`src/cefl_regs.svh`:
```
// Offsets, reset values and field positions of the event flag latches
`ifndef CEFL_REGS_SVH
`define CEFL_REGS_SVH

// Register offsets
`define CEFL_CF_ADDR 8'h04
`define CEFL_CV_ADDR 8'h05
`define CEFL_SF_ADDR 8'h06
`define CEFL_M1_ADDR 8'h08
`define CEFL_M2_ADDR 8'h09

// Reset values
`define CEFL_FLAG_RST 8'h00
`define CEFL_M1_RST 8'h00
`define CEFL_M2_RST 8'h71
`define CEFL_RDATA_RST 8'h00
`define CEFL_UNMAPPED 8'h00

// Reserved bits of each flag register, held at zero
`define CEFL_CF_RSVD 8'h40
`define CEFL_CV_RSVD 8'h0E
`define CEFL_SF_RSVD 8'h80

// Charge fault field positions
`define CEFL_CF_OVP 7
`define CEFL_CF_OCP 5
`define CEFL_CF_UV 4
`define CEFL_CF_COLD 3
`define CEFL_CF_HOT 0

// Converter field positions
`define CEFL_CV_ADC 7
`define CEFL_CV_CMP1 6
`define CEFL_CV_CMP3 4
`define CEFL_CV_OPEN 0

// System fault field positions
`define CEFL_SF_WDOG 6
`define CEFL_SF_SAFE 5
`define CEFL_SF_LDO 4
`define CEFL_SF_IMAX 3
`define CEFL_SF_WAKE1 2
`define CEFL_SF_WAKE2 1
`define CEFL_SF_RWARN 0

`endif
```
`src/cefl_pkg.sv`:
```
// Types and address decode shared by the event flag latch block
package cefl_pkg;

`include "cefl_regs.svh"

	typedef logic [7:0] cefl_byte_t;

	typedef enum logic [5:0] {
		CEFL_SEL_NONE = 6'b000001,
		CEFL_SEL_CF = 6'b000010,
		CEFL_SEL_CV = 6'b000100,
		CEFL_SEL_SF = 6'b001000,
		CEFL_SEL_M1 = 6'b010000,
		CEFL_SEL_M2 = 6'b100000
	} cefl_sel_t;

	// Maps a register offset to its one-hot select
	function automatic cefl_sel_t cefl_decode(input cefl_byte_t addr);
		cefl_sel_t sel;
		sel = CEFL_SEL_NONE;
		unique case (addr)
			`CEFL_CF_ADDR: sel = CEFL_SEL_CF;
			`CEFL_CV_ADDR: sel = CEFL_SEL_CV;
			`CEFL_SF_ADDR: sel = CEFL_SEL_SF;
			`CEFL_M1_ADDR: sel = CEFL_SEL_M1;
			`CEFL_M2_ADDR: sel = CEFL_SEL_M2;
			default: sel = CEFL_SEL_NONE;
		endcase
		return sel;
	endfunction : cefl_decode

endpackage : cefl_pkg

```
`src/cefl_reg_if.sv`:
```
// Carrier between the top and one 8-bit register cell
`timescale 1ns/1ps
interface cefl_reg_if;
	import cefl_pkg::*;

	cefl_byte_t evt;
	logic rd_clr;
	logic wr;
	cefl_byte_t wdata;
	cefl_byte_t value;

	modport latch (input evt, input rd_clr, output value);
	modport mask (input wr, input wdata, output value);
	modport ctrl (output evt, output rd_clr, output wr, output wdata,
		input value);
endinterface : cefl_reg_if

```
`src/cefl_event_flags.sv`:
```
// Charger event flag latches, masks of the charge fault and converter flags, and register access port
`timescale 1ns/1ps
`include "cefl_regs.svh"

module cefl_event_flags
	import cefl_pkg::*;
(
	input wire logic clk,
	input wire logic rst_n,
	input wire cefl_byte_t reg_addr,
	input wire logic reg_rd,
	input wire logic reg_wr,
	input wire cefl_byte_t reg_wdata,
	output cefl_byte_t reg_rdata,
	input wire logic input_overvoltage_event,
	input wire logic battery_overcurrent_event,
	input wire logic battery_undervoltage_event,
	input wire logic thermistor_cold_entry_event,
	input wire logic thermistor_cool_entry_event,
	input wire logic thermistor_warm_entry_event,
	input wire logic thermistor_hot_entry_event,
	input wire logic adc_conversion_done_event,
	input wire logic comparator_one_cross_event,
	input wire logic comparator_two_cross_event,
	input wire logic comparator_three_cross_event,
	input wire logic thermistor_open_event,
	input wire logic host_watchdog_expiry_event,
	input wire logic charge_safety_expiry_event,
	input wire logic regulator_overcurrent_event,
	input wire logic current_limit_pin_open_event,
	input wire logic button_wake_first_event,
	input wire logic button_wake_second_event,
	input wire logic button_reset_warning_event,
	output cefl_byte_t charge_fault_flags,
	output cefl_byte_t converter_flags,
	output cefl_byte_t system_fault_flags,
	output cefl_byte_t charge_fault_mask,
	output cefl_byte_t converter_event_mask,
	output cefl_byte_t charge_fault_pending,
	output cefl_byte_t converter_pending
);
	cefl_sel_t sel;
	cefl_byte_t rdata_q;
	cefl_byte_t rdata_d;
	cefl_byte_t cf_pend_q;
	cefl_byte_t cv_pend_q;
	cefl_byte_t cf_evt;
	cefl_byte_t cv_evt;
	cefl_byte_t sf_evt;
	logic [2:0] therm_evt;

	cefl_reg_if cf_if ();
	cefl_reg_if cv_if ();
	cefl_reg_if sf_if ();
	cefl_reg_if m1_if ();
	cefl_reg_if m2_if ();

	////////////////////////////////////////////////////////////////////////
	// Address decode
	always_comb begin
		sel = cefl_decode(reg_addr);
	end

	////////////////////////////////////////////////////////////////////////
	// Event vectors in register bit order
	always_comb begin
		cf_evt = 8'h00;
		cf_evt[`CEFL_CF_OVP] = input_overvoltage_event;
		cf_evt[`CEFL_CF_OCP] = battery_overcurrent_event;
		cf_evt[`CEFL_CF_UV] = battery_undervoltage_event;
		cf_evt[`CEFL_CF_COLD:`CEFL_CF_HOT] = {thermistor_cold_entry_event,
			thermistor_cool_entry_event, thermistor_warm_entry_event,
			thermistor_hot_entry_event};
	end

	always_comb begin
		cv_evt = 8'h00;
		cv_evt[`CEFL_CV_ADC] = adc_conversion_done_event;
		cv_evt[`CEFL_CV_CMP1:`CEFL_CV_CMP3] = {comparator_one_cross_event,
			comparator_two_cross_event, comparator_three_cross_event};
		cv_evt[`CEFL_CV_OPEN] = thermistor_open_event;
	end

	always_comb begin
		sf_evt = 8'h00;
		sf_evt[`CEFL_SF_WDOG] = host_watchdog_expiry_event;
		sf_evt[`CEFL_SF_SAFE] = charge_safety_expiry_event;
		sf_evt[`CEFL_SF_LDO] = regulator_overcurrent_event;
		sf_evt[`CEFL_SF_IMAX] = current_limit_pin_open_event;
		sf_evt[`CEFL_SF_WAKE1] = button_wake_first_event;
		sf_evt[`CEFL_SF_WAKE2] = button_wake_second_event;
		sf_evt[`CEFL_SF_RWARN] = button_reset_warning_event;
	end

	assign therm_evt = {thermistor_cold_entry_event,
		thermistor_cool_entry_event, thermistor_hot_entry_event};

	////////////////////////////////////////////////////////////////////////
	// Flag cells: a read of the register clears it
	assign cf_if.evt = cf_evt;
	assign cf_if.rd_clr = reg_rd && (sel == CEFL_SEL_CF);
	assign cf_if.wr = 1'b0;
	assign cf_if.wdata = 8'h00;
	assign cv_if.evt = cv_evt;
	assign cv_if.rd_clr = reg_rd && (sel == CEFL_SEL_CV);
	assign cv_if.wr = 1'b0;
	assign cv_if.wdata = 8'h00;
	assign sf_if.evt = sf_evt;
	assign sf_if.rd_clr = reg_rd && (sel == CEFL_SEL_SF);
	assign sf_if.wr = 1'b0;
	assign sf_if.wdata = 8'h00;

	cefl_flag_latch #(
		.RSVD(`CEFL_CF_RSVD)
	) u_cf (
		.clk(clk),
		.rst_n(rst_n),
		.port(cf_if.latch)
	);

	cefl_flag_latch #(
		.RSVD(`CEFL_CV_RSVD)
	) u_cv (
		.clk(clk),
		.rst_n(rst_n),
		.port(cv_if.latch)
	);

	cefl_flag_latch #(
		.RSVD(`CEFL_SF_RSVD)
	) u_sf (
		.clk(clk),
		.rst_n(rst_n),
		.port(sf_if.latch)
	);

	////////////////////////////////////////////////////////////////////////
	// Mask cells
	assign m1_if.evt = 8'h00;
	assign m1_if.rd_clr = 1'b0;
	assign m1_if.wr = reg_wr && (sel == CEFL_SEL_M1);
	assign m1_if.wdata = reg_wdata;
	assign m2_if.evt = 8'h00;
	assign m2_if.rd_clr = 1'b0;
	assign m2_if.wr = reg_wr && (sel == CEFL_SEL_M2);
	assign m2_if.wdata = reg_wdata;

	cefl_mask_reg #(
		.RST(`CEFL_M1_RST)
	) u_m1 (
		.clk(clk),
		.rst_n(rst_n),
		.port(m1_if.mask)
	);

	cefl_mask_reg #(
		.RST(`CEFL_M2_RST)
	) u_m2 (
		.clk(clk),
		.rst_n(rst_n),
		.port(m2_if.mask)
	);

	////////////////////////////////////////////////////////////////////////
	// Read data: the value before the clear, one cycle after the strobe
	always_comb begin
		rdata_d = `CEFL_UNMAPPED;
		unique case (sel)
			CEFL_SEL_CF: rdata_d = cf_if.value;
			CEFL_SEL_CV: rdata_d = cv_if.value;
			CEFL_SEL_SF: rdata_d = sf_if.value;
			CEFL_SEL_M1: rdata_d = m1_if.value;
			CEFL_SEL_M2: rdata_d = m2_if.value;
			CEFL_SEL_NONE: rdata_d = `CEFL_UNMAPPED;
		endcase
	end

	always_ff @(posedge clk or negedge rst_n) begin
		if (!rst_n) begin
			rdata_q <= `CEFL_RDATA_RST;
		end else if (reg_rd) begin
			rdata_q <= rdata_d;
		end
	end

	////////////////////////////////////////////////////////////////////////
	// Unmasked pending events toward the interrupt logic
	always_ff @(posedge clk or negedge rst_n) begin
		if (!rst_n) begin
			cf_pend_q <= 8'h00;
		end else begin
			cf_pend_q <= cf_if.value & ~m1_if.value;
		end
	end

	always_ff @(posedge clk or negedge rst_n) begin
		if (!rst_n) begin
			cv_pend_q <= 8'h00;
		end else begin
			cv_pend_q <= cv_if.value & ~m2_if.value;
		end
	end

	assign reg_rdata = rdata_q;
	assign charge_fault_flags = cf_if.value;
	assign converter_flags = cv_if.value;
	assign system_fault_flags = sf_if.value;
	assign charge_fault_mask = m1_if.value;
	assign converter_event_mask = m2_if.value;
	assign charge_fault_pending = cf_pend_q;
	assign converter_pending = cv_pend_q;
endmodule : cefl_event_flags

```
`src/cefl_flag_latch.sv`:
```
// Clear-on-read event flag register cell
`timescale 1ns/1ps
`include "cefl_regs.svh"
module cefl_flag_latch
	import cefl_pkg::*;
#(
	parameter cefl_byte_t RSVD = 8'h00
) (
	input wire logic clk,
	input wire logic rst_n,
	cefl_reg_if.latch port
);
	cefl_byte_t flags_q;
	cefl_byte_t flags_d;

	////////////////////////////////////////////////////////////////////////
	// Set wins over the clearing read; reserved bits stay zero
	always_comb begin
		flags_d = (port.evt | (flags_q & {8{~port.rd_clr}})) & ~RSVD;
	end

	always_ff @(posedge clk or negedge rst_n) begin
		if (!rst_n) begin
			flags_q <= `CEFL_FLAG_RST;
		end else begin
			flags_q <= flags_d;
		end
	end

	assign port.value = flags_q;
endmodule : cefl_flag_latch

```
`src/cefl_mask_reg.sv`:
```
// Read-write interrupt mask register cell
`timescale 1ns/1ps
module cefl_mask_reg
	import cefl_pkg::*;
#(
	parameter cefl_byte_t RST = 8'h00
) (
	input wire logic clk,
	input wire logic rst_n,
	cefl_reg_if.mask port
);
	cefl_byte_t mask_q;

	////////////////////////////////////////////////////////////////////////
	// Software write of the whole byte
	always_ff @(posedge clk or negedge rst_n) begin
		if (!rst_n) begin
			mask_q <= RST;
		end else if (port.wr) begin
			mask_q <= port.wdata;
		end
	end

	assign port.value = mask_q;
endmodule : cefl_mask_reg

```
`config.mk`:
```
export PLATFORM = sky130hd
export DESIGN_NAME = cefl_event_flags
export DESIGN_NICKNAME = d
export VERILOG_FILES = /design/src/cefl_pkg.sv /design/src/cefl_reg_if.sv /design/src/cefl_event_flags.sv /design/src/cefl_flag_latch.sv /design/src/cefl_mask_reg.sv
export VERILOG_INCLUDE_DIRS = /design/src
export SDC_FILE = /design/constraint.sdc
export NUM_CORES = 1
export LEC_CHECK = 0
export CORE_UTILIZATION = 35
export CTS_CLUSTER_DIAMETER = 50
export DETAILED_ROUTE_END_ITERATION = 16
export DONT_BUFFER_PORTS = 1
export RECOVER_POWER = 25
export SYNTH_ARGS = -nofsm -noshare
export SYNTH_HDL_FRONTEND = slang
export SYNTH_SLANG_ARGS = --single-unit
export TNS_END_PERCENT = 5
```
`constraint.sdc`:
```
create_clock -name clk -period 1.9 [get_ports clk]
set_input_delay 0.19 -clock clk [delete_from_list [all_inputs] [get_ports clk]]
set_output_delay 0.19 -clock clk [all_outputs]
set_load 0.05 [all_outputs]
```
# ---- Word level (Yosys, flattened, before mapping)
# Index checks and enable logic that the tools add are counted.
dict set report totals {
  ff_bits 59
  latch_bits 0
  ram_bits 0
  rom_bits 0
  inputBits 39
  out_inout_bits 64
  elab_cells 39
  memories 0
}
dict set report classes {
  n_addsub 0
  n_mul 0
  div_mod_pow 0
  n_lt_le_gt_ge 0
  eq_ne 11
  n_shift 0
  muxes 2
  bitwise 13
  n_reduce_logical 5
}
# cell count
set op_table {}
lappend op_table {{$pmux 8 s6} 1}
lappend op_table {{$and 8x8->8} 4}
lappend op_table {{$pmux 6 s5} 1}
lappend op_table {{$eq 8x3->1 const B} 3}
lappend op_table {{$eq 8x4->1 const B} 2}
lappend op_table {{$not 8->8} 2}
lappend op_table {{$or 8x8->8} 2}
lappend op_table {{$and 7x7->7} 1}
lappend op_table {{$or 7x7->7} 1}
lappend op_table {{$eq 6x1->1 const B} 1}
lappend op_table {{$eq 6x2->1 const B} 1}
lappend op_table {{$eq 6x3->1 const B} 1}
lappend op_table {{$eq 6x4->1 const B} 1}
lappend op_table {{$eq 6x5->1 const B} 1}
lappend op_table {{$eq 6x6->1 const B} 1}
lappend op_table {{$logic_and 1x1->1} 5}
lappend op_table {{$not 1->1} 3}

# ---- Logic depth before layout (Yosys ltp)
# Gate-level depths: netlist of run 1.
dict set report depth {
  depth_word 7
  depth_mapped 6
  ltp_nobuf 4
}

# ---- Hierarchy
# Synthesis of run 1 repeated with hierarchy kept, for this count alone.
dict set report hier_totals {
  cells_unflattened 201
  hier_area_um2 2611.3
}
# module instances cells_each area_each_um2 seq_area_each_um2
set by_module_without_submodules {}
lappend by_module_without_submodules {cefl_event_flags 1 118 1265.0 600.6}
lappend by_module_without_submodules {{cefl_flag_latch at u_cf ...} 2 17 242.7 175.2}
lappend by_module_without_submodules {{cefl_mask_reg at u_m2} 1 17 336.6 205.2}
lappend by_module_without_submodules {{cefl_mask_reg at u_m1} 1 17 331.6 200.2}
lappend by_module_without_submodules {{cefl_flag_latch at u_cv} 1 15 192.7 125.1}

# ---- Worst setup path after synthesis of run 1
# Ideal clock, no wire load.
dict set report synth_timing {
  path_type {reg-to-reg}
  from {register u_cv.flags_q[6] (netlist: u_cv.port.value[6])}
  to {register rdata_q[6] (netlist: reg_rdata[6])}
  setup_time_ns 0.139
  t_arrival_ns 1.205
  required_ns 1.761
  setup_slack_ns 0.555
  path_stages_with_launch 4
  path_buffers 0
  period_less_slack_ns 1.345
  path_cell_list {dfrtp_1 a22o_1 a221oi_1 o32ai_1}
}
dict set report synth_between {
  elab_chain_cells 1
}
# element line_no
set synth_lines {}
lappend synth_lines {{from (decl)} cefl_flag_latch.sv:13} ;# cefl_byte_t flags_q;
lappend synth_lines {{from (signal assigned)} cefl_flag_latch.sv:24} ;# flags_q <= `CEFL_FLAG_RST;
lappend synth_lines {{from (signal assigned)} cefl_flag_latch.sv:26} ;# flags_q <= flags_d;
lappend synth_lines {{$pmux 8 s6} cefl_event_flags.sv:168} ;# unique case (sel)
lappend synth_lines {{to (signal assigned)} cefl_event_flags.sv:180} ;# rdata_q <= `CEFL_RDATA_RST;
lappend synth_lines {{to (signal assigned)} cefl_event_flags.sv:182} ;# rdata_q <= rdata_d;
lappend synth_lines {{to (decl)} cefl_event_flags.sv:43} ;# cefl_byte_t rdata_q;
# Every way passes these cells.
# A chain may end at the register's enable or synchronous reset.

==> impl_results.md, run 1 <==
- Hold_sp: reg_wdata[7]
- Worst Max-Slew Pin Slew: 1.24 ns
- RSZ-0062 raised after global routing: false
- Synth warn: 0
- Max-cap violations: 0
- Nets: 250
- I/O Buffers: 0
- Grt ovf: 0
- R2r endpoint: reg_rdata[2]
- Adder-Cell Fraction of Synth Area: 0%
- First-pass GRT wire length: 9580 um
- Number of global-route vias before repair: 1677
- Nature of the critical path endpoint: async pin
- Arrival time worst endpoint: 1.67 ns
- Drt wl/cell: 21.3 um
- Min-Delay Path Class: in2reg
- CP Buf/Inv Count: 2
- CP max stage delay: 0.94 ns
- Detail Placement HPWL: 4140 um
- Cell Area, Synth: 2380 um^2
- Cell family with most CP delay: buffers and inverters
- H-tree Lvls: 2
- Mapped Cells: 183
- DRC violation count after routing: 4
- TritonCTS Sinks: 55
- Fraction of registers with async set/reset: 100%
- Fin. max-slew vios: 0
- CP Max Fanout: 55
- Clock latency on the worst-skew pair: 0.31 ns
- Final Cycle Share: 75.5%
- # diodes: 0
- Maximum vdd ir drop: 330 uV
- Core Region: 6460 um^2
- Min Tclk post-route: 1.43 ns
- Skew final: 0.00384 ns
- Longest Clk Path Bufs: 2
- Share of layout cells above drive strength 1: 19.8%
- Global placer's final weighted congestion: 0.725
- TritonCTS clock tree: done
- Placed insts: 259
- Final Hold Viols: 0
- Layout Cells excl Fill: 289
- Slew margin rel.: 17.6%
- Setup TNS: 0 ns
- Synth Flop Type: dfrtp_1
- Die Ht: 84.5 um
- Compound-Gate Fraction of Synth Area: 16.3%
- Synth cell types: 40
- Worst r2r src: u_cf.port.value[2]
- GRT Overall Usage: 17.9%
- Most frequent cells in the layout: dfrtp_1 (51), dlygate4sd3_1 (21), a21o_1 (19)
- Post-synthesis sequential area ratio: 58.0%
- Setup-failing EPs final: 0
- Initial core utilization: 36.9%
- Largest family of logic cells by synthesized area: compound AO/OA/AOI/OAI gates
- Synth Area in XOR/XNOR: 0%
- Die area: 7140 um^2
- Detail Route Antenna Nets: 0
- Iter 0 DRT Violations: 132
- Pre-Repair DR Iteration Count: 13
- Largest net degree at the start of global routing: 56
- Leak pwr: 1.12 nW
- Root buf cell: clkbuf_8
- Post-synth EDFFs: 0
- Pwr Density: 880 nW/um^2
- IO Pins: 103
- Synth Area per Inst: 13.0 um^2
- Critical path's slowest cell: buf_2
- Hold EP: u_m1.port.value[7]
- #FFs+latches synth: 55
- Cells on worst reg2reg path: 3
- Final WL: 6150 um
- Vias post-DR: 1599
- Fmax: 697 MHz
- Row cnt: 29
- Commonest non-fill, non-tap cell in the layout: dfrtp_1
- CTS resizes: 0
- Post-detailed-route via-to-cell ratio: 5.53
- Hold depth: 1
- Post-CTS Setup Bufs: 0
- Mux share of post-synthesis cell area: 7.56%
- Critical Path, Cell by Cell: dlygate4sd3_1 > buf_2
- Setup CP Type: in2async
- CTS clock-pin slew for the worst setup and hold paths: 0.10 ns
- Die W: 84.5 um
- Area growth, synth to finish: 17.4%
- Setup slack, reg-to-reg: 0.47 ns
- Startpoint types: input port
- Failing checks: design-rule violations
- Initial antenna violation count: 0
- Post-synthesis simple-gate area fraction: 11.3%
- Cts bufs inserted: 5
- Outcome: finished with violations
- CP required: 2.14 ns
## metal layers
metal | track usage (%) | vias to the layer above | share of wire [%] | routed length [um]
li1 | - | 705 | - | -
met1 | 22.8 | 824 | 42 | 2580
met2 | 29.2 | 66 | 49 | 3040
met3 | 6.10 | 4 | 7.8 | 480
met4 | 4.62 | 0 | 0.73 | 45
met5 | 0 | - | 0 | 0
## where the power goes
part           switching, W  internal (W)  leakage [nW]  total, W
logic              0.000134     0.0000811         0.458  0.000216
clock network      0.000397      0.000526        0.0644  0.000923
registers          0.000120       0.00120         0.593   0.00132
total              0.000651       0.00181          1.12   0.00246
## flip-flops by register name (all words and copies together), names as in the netlist
signal and flops:
u_sf.port.value 7, u_m1.port.value 8, u_cv.port.value 5, u_m2.port.value 8
charge_fault_pending 7, u_cf.port.value 7, converter_pending 5, reg_rdata 8
## area by class of cell
cell class              instances  area [um^2]
fillers                       613         3660
flip-flops and latches         55         1380
multi-input cells             110          872
repair buffers                 31          283
well taps                      77         96.3
clock buffers                   5         68.8
clock inverters                 3         67.6
inverters                       8         30.0
## cells in the mapped netlist, drive strengths merged, types with 3 or more instances
| cell | count | share of area (%) |
|---|---|---|
| dfstp | 4 | 4.4 |
| mux2 | 16 | 7.6 |
| dfrtp | 51 | 54 |
| nor2b | 16 | 4.2 |
| a22o | 4 | 1.5 |
| buf | 17 | 5.3 |
| a21o | 19 | 6.0 |
| o22ai | 5 | 1.3 |
| inv | 8 | 1.3 |
| a222oi | 3 | 1.3 |
| o21ai | 4 | 0.84 |
| nand3 | 4 | 1.0 |
## logic make-up (layout without fill, tap and decap cells)
group           after synthesis  in the layout
buf+inv                      26             47
compound gates               50             50
flops                        55             55
simple gates                 35             35
mux                          16             16
other cells                   1              9
## stage by stage
stage          power (W)  util, %  area [um^2]  worst slack, ns  hold slack [ns]
6_report         0.00246     43.3         2800            0.465           0.0155
5_1_grt          0.00255     43.3         2800            0.199          0.00406
4_1_cts          0.00249     43.7         2820            0.454          0.00588
3_5_place_dp     0.00150     37.9         2450            0.344           -0.104
3_3_place_gp     0.00150     37.9         2450            0.389           -0.104
2_1_floorplan    0.00150        -         2410            0.555           -0.106
## worst max-delay path by stage
stage / slack (ns) / end / startpoint / cells past startpoint
finish: 0.47 / u_m2.port.value[2] / rst_n / 2
global route: 0.20 / reg_rdata[1] / rst_n / 2
CTS: 0.45 / reg_rdata[2] / u_cf.port.value[2] / 3
detailed placement: 0.34 / u_m1.port.value[4] / reg_addr[7] / 3
global placement: 0.39 / u_m1.port.value[4] / reg_addr[3] / 4
floorplan: 0.56 / reg_rdata[6] / u_cv.port.value[6] / 3
## what timing repair did
item | 4_1_cts | 5_1_grt
hold buffers | 22 | 0
endpoints found under the setup margin | 0 | 0
endpoints found under the hold margin | 82 | 0
Power figures use the tool's default switching activity.
==> inputs of run 2 (changes only) <==
--- a/config.mk
+++ b/config.mk
@@ -6,6 +6,7 @@
 export SDC_FILE = /design/constraint.sdc
 export NUM_CORES = 1
 export LEC_CHECK = 0
+export ABC_AREA = 1
 export CORE_UTILIZATION = 35
 export CTS_CLUSTER_DIAMETER = 50
 export DETAILED_ROUTE_END_ITERATION = 16
==> constraint.sdc (replaced) <==
create_clock -name clk -period 1.1 [get_ports clk]
set_input_delay 0.11 -clock clk [delete_from_list [all_inputs] [get_ports clk]]
set_output_delay 0.11 -clock clk [all_outputs]
set_load 0.05 [all_outputs]
==> run 2 against run 1 <==
Net effect:
- the run ends with negative hold slack, negative setup slack left
- critical path depth is 1 lower
- combinational power increased by 140%
- clock-buffer cell count grew 2
- setup slack got worse by 0.49 ns
- non-clock buffer count is 54 higher
- area after synthesis up 5.2%
- global-route usage about the same
- core utilization increased by 5.8 points
- clock skew rose by 0.0074 ns
- die area increased by 5.1%
- via count up 29%
- worst hold slack worse by 0.53 ns
==> impl_results.md, run 2 <==
- Pre-Repair DR Iteration Count: 4 (-9)
- Hold WS: -0.512 ns (-0.527 ns)
- Top cells by count, synth: dfrtp_1 (51), inv_1 (42), nand2_1 (35)
- Detail Route Antenna Nets: 0 (unchanged)
- Initial antenna violation count: 0 (unchanged)
- Pwr Density: 1150 nW/um^2 (+30%)
- Clock latency on the worst-skew pair: 0.31 ns (about the same)
- R2r endpoint: reg_rdata[6]
- Grt ovf: 0 (unchanged)
- Post-synthesis sequential area ratio: 55.1% (-2.9 points)
- Final worst setup slack: -0.0236 ns (-0.489 ns)
- Synth top area share: 50.9% (-2.7 points)
- Share of layout cells above drive strength 1: 24.3% (+4.5 points)
- Largest cells by area after synthesis: dfrtp_1 (51%), o21bai_1 (6.6%), inv_1 (6.3%)
- Setup slack, reg-to-reg: 0.06 ns (-0.41 ns)
- TritonCTS Sinks: 55 (unchanged)
- Most frequent cells in the layout: buf_4 (52), dfrtp_1 (51), inv_1 (42)
- Maximum vdd ir drop: 560 uV (+70%)
- Max-cap violations: 0 (unchanged)
- Min-Delay Path Class: in2async
- Arrival time worst endpoint: 1.01 ns (-0.66 ns)
- Critical path's slowest cell: dfstp_2
- Outcome: finished with violations
- Area growth, synth to finish: 34.4%
- RSZ-0062 raised after global routing: true
- Global placer's final weighted congestion: 0.766 (+5.6%)
- Mapped Cells: 269 (+47%)
- Synth Flop Type: dfrtp_1
- Die area: 7510 um^2 (+5.1%)
- Setup CP Type: reg2out
- Post-synth EDFFs: 0 (unchanged)
- Initial core utilization: 36.5% (-0.38 points)
- Leak pwr: 1.75 nW (+57%)
- CP max stage delay: 0.56 ns (-0.38 ns)
- Critical Path, Cell by Cell: buf_8
- Most common cell in the netlist: dfrtp_1
- Row cnt: 30 (+3.4%)
- Final Hold Viols: 55 (+55)
- H-tree Lvls: 2 (unchanged)
- Final WL: 6370 um (+3.5%)
- Final Cycle Share: 102%
- Die W: 86.7 um (+2.5%)
- Fraction of registers with async set/reset: 100% (unchanged)
- Area leader, netlist: dfrtp_1
- Nature of the critical path endpoint: output port
- Total power: 0.00387 W (+57%)
- Min Tclk post-route: 1.12 ns
- I/O Buffers: 0 (unchanged)
- Cells on worst reg2reg path: 5 (+2)
- CTS clock-pin slew for the worst setup and hold paths: 0.10 ns (about the same)
- Startpoint types: register
- # diodes: 0 (unchanged)
- CP Buf/Inv Count: 1 (-1)
- Failing checks: negative hold slack, negative setup slack
- IO Pins: 103 (unchanged)
- Synth Area per Inst: 9.33 um^2 (-28%)
- Synth warn: 0 (unchanged)
- Skew final: 0.0113 ns (+0.00741 ns)
- Nets: 392 (+57%)
- Hold_buf cts: 28 (+27%)
- CP Max Fanout: 2 (-96%)
- Cts bufs inserted: 5 (unchanged)
- Die Ht: 86.7 um (+2.5%)
- Iter 0 DRT Violations: 110 (-17%)
- Fmax: 890 MHz
- Synth cell types: 20 (-50%)
- Setup-failing EPs final: 4 (+4)
- Worst setup path start: u_m2.port.value[6]
- Cell Area, Synth: 2510 um^2 (+5.2%)
- Post-detailed-route via-to-cell ratio: 4.58 (-17%)
- Longest Clk Path Bufs: 2 (unchanged)
- #FFs+latches synth: 55 (unchanged)
- Commonest non-fill, non-tap cell in the layout: buf_4
- Detail Placement HPWL: 4600 um (+11%)
- First-pass GRT wire length: 10100 um (+5.8%)
- Worst r2r src: u_m2.port.value[6]
- Drt wl/cell: 14.1 um (-34%)
- Cell family with most CP delay: flip-flops
- DRC violation count after routing: 0 (-4)
- Final design utilization: 49.1% (+5.8 points)
- TritonCTS clock tree: done
- Vias post-DR: 2059 (+29%)
- Fin. max-slew vios: 0 (unchanged)
- Core Region: 6870 um^2 (+6.4%)
- Root buf cell: clkbuf_8
- Largest net degree at the start of global routing: 56 (unchanged)
- Number of global-route vias before repair: 1985 (+18%)
- GRT Overall Usage: 17.9% (about the same)
- CP required: 0.99 ns (-1.15 ns)
[run 2: cell count changes after synthesis, moves of 20 or more]
cell and change:
o21bai_1 +22, inv_1 +34, nand2_1 +33, o21ai_1 +22, nor2_1 +27, nand3_1 +20
[run 2: worst max-delay path by stage]
stage	to	slack [ns]	cells past startpoint
2_1_floorplan	reg_rdata[1]	0.02	4
3_3_place_gp	u_m1.port.value[1]	0.01	7
3_5_place_dp	u_m1.port.value[2]	-0.04	7
4_1_cts	converter_event_mask[6]	-0.04	1
5_1_grt	converter_event_mask[5]	-0.06	1
6_report	converter_event_mask[6]	-0.02	1
[run 2: what timing repair did]
item,4_1_cts,5_1_grt
buffers inserted,4,0
endpoints found under the hold margin,96,55
gates cloned,0,0
resized for setup,8,1
setup endpoints to repair,4,6
pin swaps,0,1
[run 2: cell families after synthesis]
kind of cell,synth area share [%]
AOI/OAI and AO/OA,13.1
buffers and inverters,11.6
DFF,55.1
other,0.149
and+or+nand+nor,20.1
[run 2: worst register-to-register path, delay by kind of cell, from the launching register on]
kind,cells,cell delay [ns]
DFF,1,0.56
AOI/OAI and AO/OA,2,0.16
and+or+nand+nor,2,0.15
buffers and inverters,1,0.11
[run 2: final cells by class]
type	count	area (um^2)
Tap cell	96	120
Sequential cell	55	1380
Fill cell	663	3500
Clock buffer	7	86.3
Multi-Input combinational cell	164	871
Timing Repair Buffer	85	751
Clock inverter	1	5.00
Inverter	42	158
[run 2: layer usage]
| layer | share of wire [%] | vias to the layer above | global-route usage (%) |
|---|---|---|---|
| met4 | 1.0 | 0 | 4.09 |
| met5 | 0 | - | 0 |
| met2 | 47 | 81 | 29.4 |
| met3 | 6.7 | 7 | 4.57 |
| met1 | 45 | 975 | 23.8 |
| li1 | - | 996 | - |
[run 2: through the flow]
step                      setup slack (ns)  hold slack [ns]  TNS [ns]  area, um^2  std cells
final                              -0.0236           -0.512   -0.0776        3370        450
after global routing               -0.0566           -0.547    -0.226        3370        450
after CTS                          -0.0386           -0.526    -0.143        3370        450
after detailed placement           -0.0412           -0.184    -0.176        2940        410
after global placement              0.0118           -0.183         0        2940        410
after floorplan                     0.0184           -0.186         0        2540        277
[run 2: power by group]
group / total (W) / switching, W / internal (W) / leakage, nW
logic: 0.000521 / 0.000329 / 0.000192 / 1.11
clock network: 0.00115 / 0.000643 / 0.000510 / 0.0482
registers: 0.00219 / 0.000113 / 0.00208 / 0.592
==> inputs of run 3 (changes only) <==
--- a/config.mk
+++ b/config.mk
@@ -7,11 +7,13 @@
 export NUM_CORES = 1
 export LEC_CHECK = 0
 export ABC_AREA = 1
-export CORE_UTILIZATION = 35
+export CORE_UTILIZATION = 55
 export CTS_CLUSTER_DIAMETER = 50
 export DETAILED_ROUTE_END_ITERATION = 16
 export DONT_BUFFER_PORTS = 1
+export PLACE_DENSITY = 0.73
 export RECOVER_POWER = 25
+export SKIP_CTS_REPAIR_TIMING = 1
 export SYNTH_ARGS = -nofsm -noshare
 export SYNTH_HDL_FRONTEND = slang
 export SYNTH_SLANG_ARGS = --single-unit
==> run 3 against run 2 <==
Net effect:
- the run still ends with negative hold slack, negative setup slack left
- die area is 36% lower
- wire length is 1.5% lower
- register-to-register slack hardly changed
- combinational power hardly changed
- worst hold slack worse by 0.0097 ns
- clock power is 17% higher
- power is 5.0% higher
- final cell count is 9.8% lower
- clock skew is 0.0015 ns higher
- critical path type unchanged
==> impl_results.md, run 3 (same netlist as run 2, synthesis figures left out) <==
- Setup CP Type: reg2out
- Initial core utilization: 57.6% (+21 points)
- Root buf cell: clkbuf_8
- RSZ-0062 raised after global routing: true
- Arrival time worst endpoint: 1.05 ns (+0.04 ns)
- Fin. max-slew vios: 0 (unchanged)
- Critical path's slowest cell: dfstp_2
- Pwr Density: 1220 nW/um^2 (+6.5%)
- CTS clock-pin slew for the worst setup and hold paths: 0.11 ns (about the same)
- Hold WS: -0.521 ns (-0.00970 ns)
- Post-detailed-route via-to-cell ratio: 5.21 (+14%)
- Grt ovf: 0 (unchanged)
- CP required: 0.99 ns (about the same)
- Cells on worst reg2reg path: 5 (unchanged)
- GRT Overall Usage: 25.4% (+7.5 points)
- Commonest non-fill, non-tap cell in the layout: buf_4
- Startpoint types: register
- H-tree Lvls: 2 (unchanged)
- Drt wl/cell: 15.4 um (+9.1%)
- Leak pwr: 1.75 nW (+0.33%)
- Core Region: 4350 um^2 (-37%)
- Worst setup path start: u_m2.port.value[4]
- R2r endpoint: reg_rdata[4]
- Die area: 4840 um^2 (-36%)
- Pre-Repair DR Iteration Count: 4 (unchanged)
- Die W: 69.5 um (-20%)
- Setup TNS: -0.209 ns (-0.131 ns)
- Maximum vdd ir drop: 871 uV (+56%)
- Setup-failing EPs final: 4 (unchanged)
- CP Buf/Inv Count: 1 (unchanged)
- DRC violation count after routing: 0 (unchanged)
- Initial antenna violation count: 0 (unchanged)
- Max-cap violations: 0 (unchanged)
- CP Max Fanout: 4 (+2)
- Clock latency on the worst-skew pair: 0.31 ns (about the same)
- Die Ht: 69.5 um (-20%)
- Vias post-DR: 2114 (+2.7%)
- Iter 0 DRT Violations: 145 (+32%)
- IO Pins: 103 (unchanged)
- Outcome: finished with violations
- TritonCTS Sinks: 55 (unchanged)
- Final Hold Viols: 55 (unchanged)
- Min Tclk post-route: 1.16 ns (+0.0406 ns)
- Detail Placement HPWL: 4230 um (-7.9%)
- Most frequent cells in the layout: buf_4 (52), dfrtp_1 (51), inv_1 (42)
- Nature of the critical path endpoint: output port
- Final worst setup slack: -0.0642 ns (-0.0406 ns)
- Critical Path, Cell by Cell: buf_8
- Worst r2r src: u_m2.port.value[4]
- Detail Route Antenna Nets: 0 (unchanged)
- Final WL: 6270 um (-1.5%)
- Global placer's final weighted congestion: 0.867 (+13%)
- Setup slack, reg-to-reg: 0.05 ns (about the same)
- Cts bufs inserted: 5 (unchanged)
- Skew final: 0.0128 ns (+0.00150 ns)
- First-pass GRT wire length: 9520 um (-6.1%)
- Fmax: 859 MHz (-3.5%)
- # diodes: 0 (unchanged)
- I/O Buffers: 0 (unchanged)
- Critical Path Stages: 1 (unchanged)
- Area growth, synth to finish: 32.5%
- Nets: 392 (unchanged)
- Row cnt: 24 (-20%)
- Cell family with most CP delay: flip-flops
- Final Cycle Share: 106% (+3.7 points)
- CP max stage delay: 0.60 ns (+0.04 ns)
- Number of global-route vias before repair: 2029 (+2.2%)
- Largest net degree at the start of global routing: 56 (unchanged)
- CP endpoint: converter_event_mask[4]
- Failing checks: negative hold slack, negative setup slack
- Min-Delay Path Class: in2async
- TritonCTS clock tree: done
- Share of layout cells above drive strength 1: 24.0% (-0.28 points)
- Longest Clk Path Bufs: 2 (unchanged)
## run 3: worst min path at each step
stage / from / slack (ns) / end
6_report: rst_n / -0.52 / reg_rdata[1]
5_1_grt: rst_n / -0.55 / u_sf.port.value[4]
4_1_cts: rst_n / -0.53 / u_sf.port.value[4]
3_5_place_dp: rst_n / -0.18 / u_sf.port.value[6]
3_3_place_gp: rst_n / -0.18 / u_sf.port.value[6]
2_1_floorplan: rst_n / -0.19 / charge_fault_pending[0]
## run 3: power breakdown
part	internal [W]	switching (W)	total [W]
sequential	0.00208	0.000115	0.00220
clock	0.000689	0.000658	0.00135
combinational	0.000192	0.000329	0.000520
## run 3: final cells by class
class	count	area (um^2)
flip-flops and latches	55	1380
clock buffers	6	72.6
clock inverters	2	38.8
inverters	42	158
multi-input cells	164	867
well taps	52	65.1
fillers	310	1030
repair buffers	85	742
## run 3: per-stage QoR
step	cell area (um^2)	cells	total power, W	setup slack, ns	utilization (%)
after floorplan	2540	277	0.00258	0.0184	-
after global placement	2870	366	0.00264	-0.00547	65.9
final	3320	406	0.00406	-0.0642	76.4
after global routing	3320	406	0.00420	-0.101	76.4
after CTS	2980	374	0.00397	-0.143	68.4
after detailed placement	2870	366	0.00265	-0.0558	65.9
## run 3: metal layers
| metal | vias up | GRT usage [%] | part of all wire [%] |
|---|---|---|---|
| met5 | - | 0 | 0 |
| li1 | 999 | - | - |
| met2 | 103 | 41.9 | 51 |
| met3 | 11 | 7.85 | 7.8 |
| met4 | 0 | 7.71 | 1.4 |
| met1 | 1001 | 32.3 | 40 |
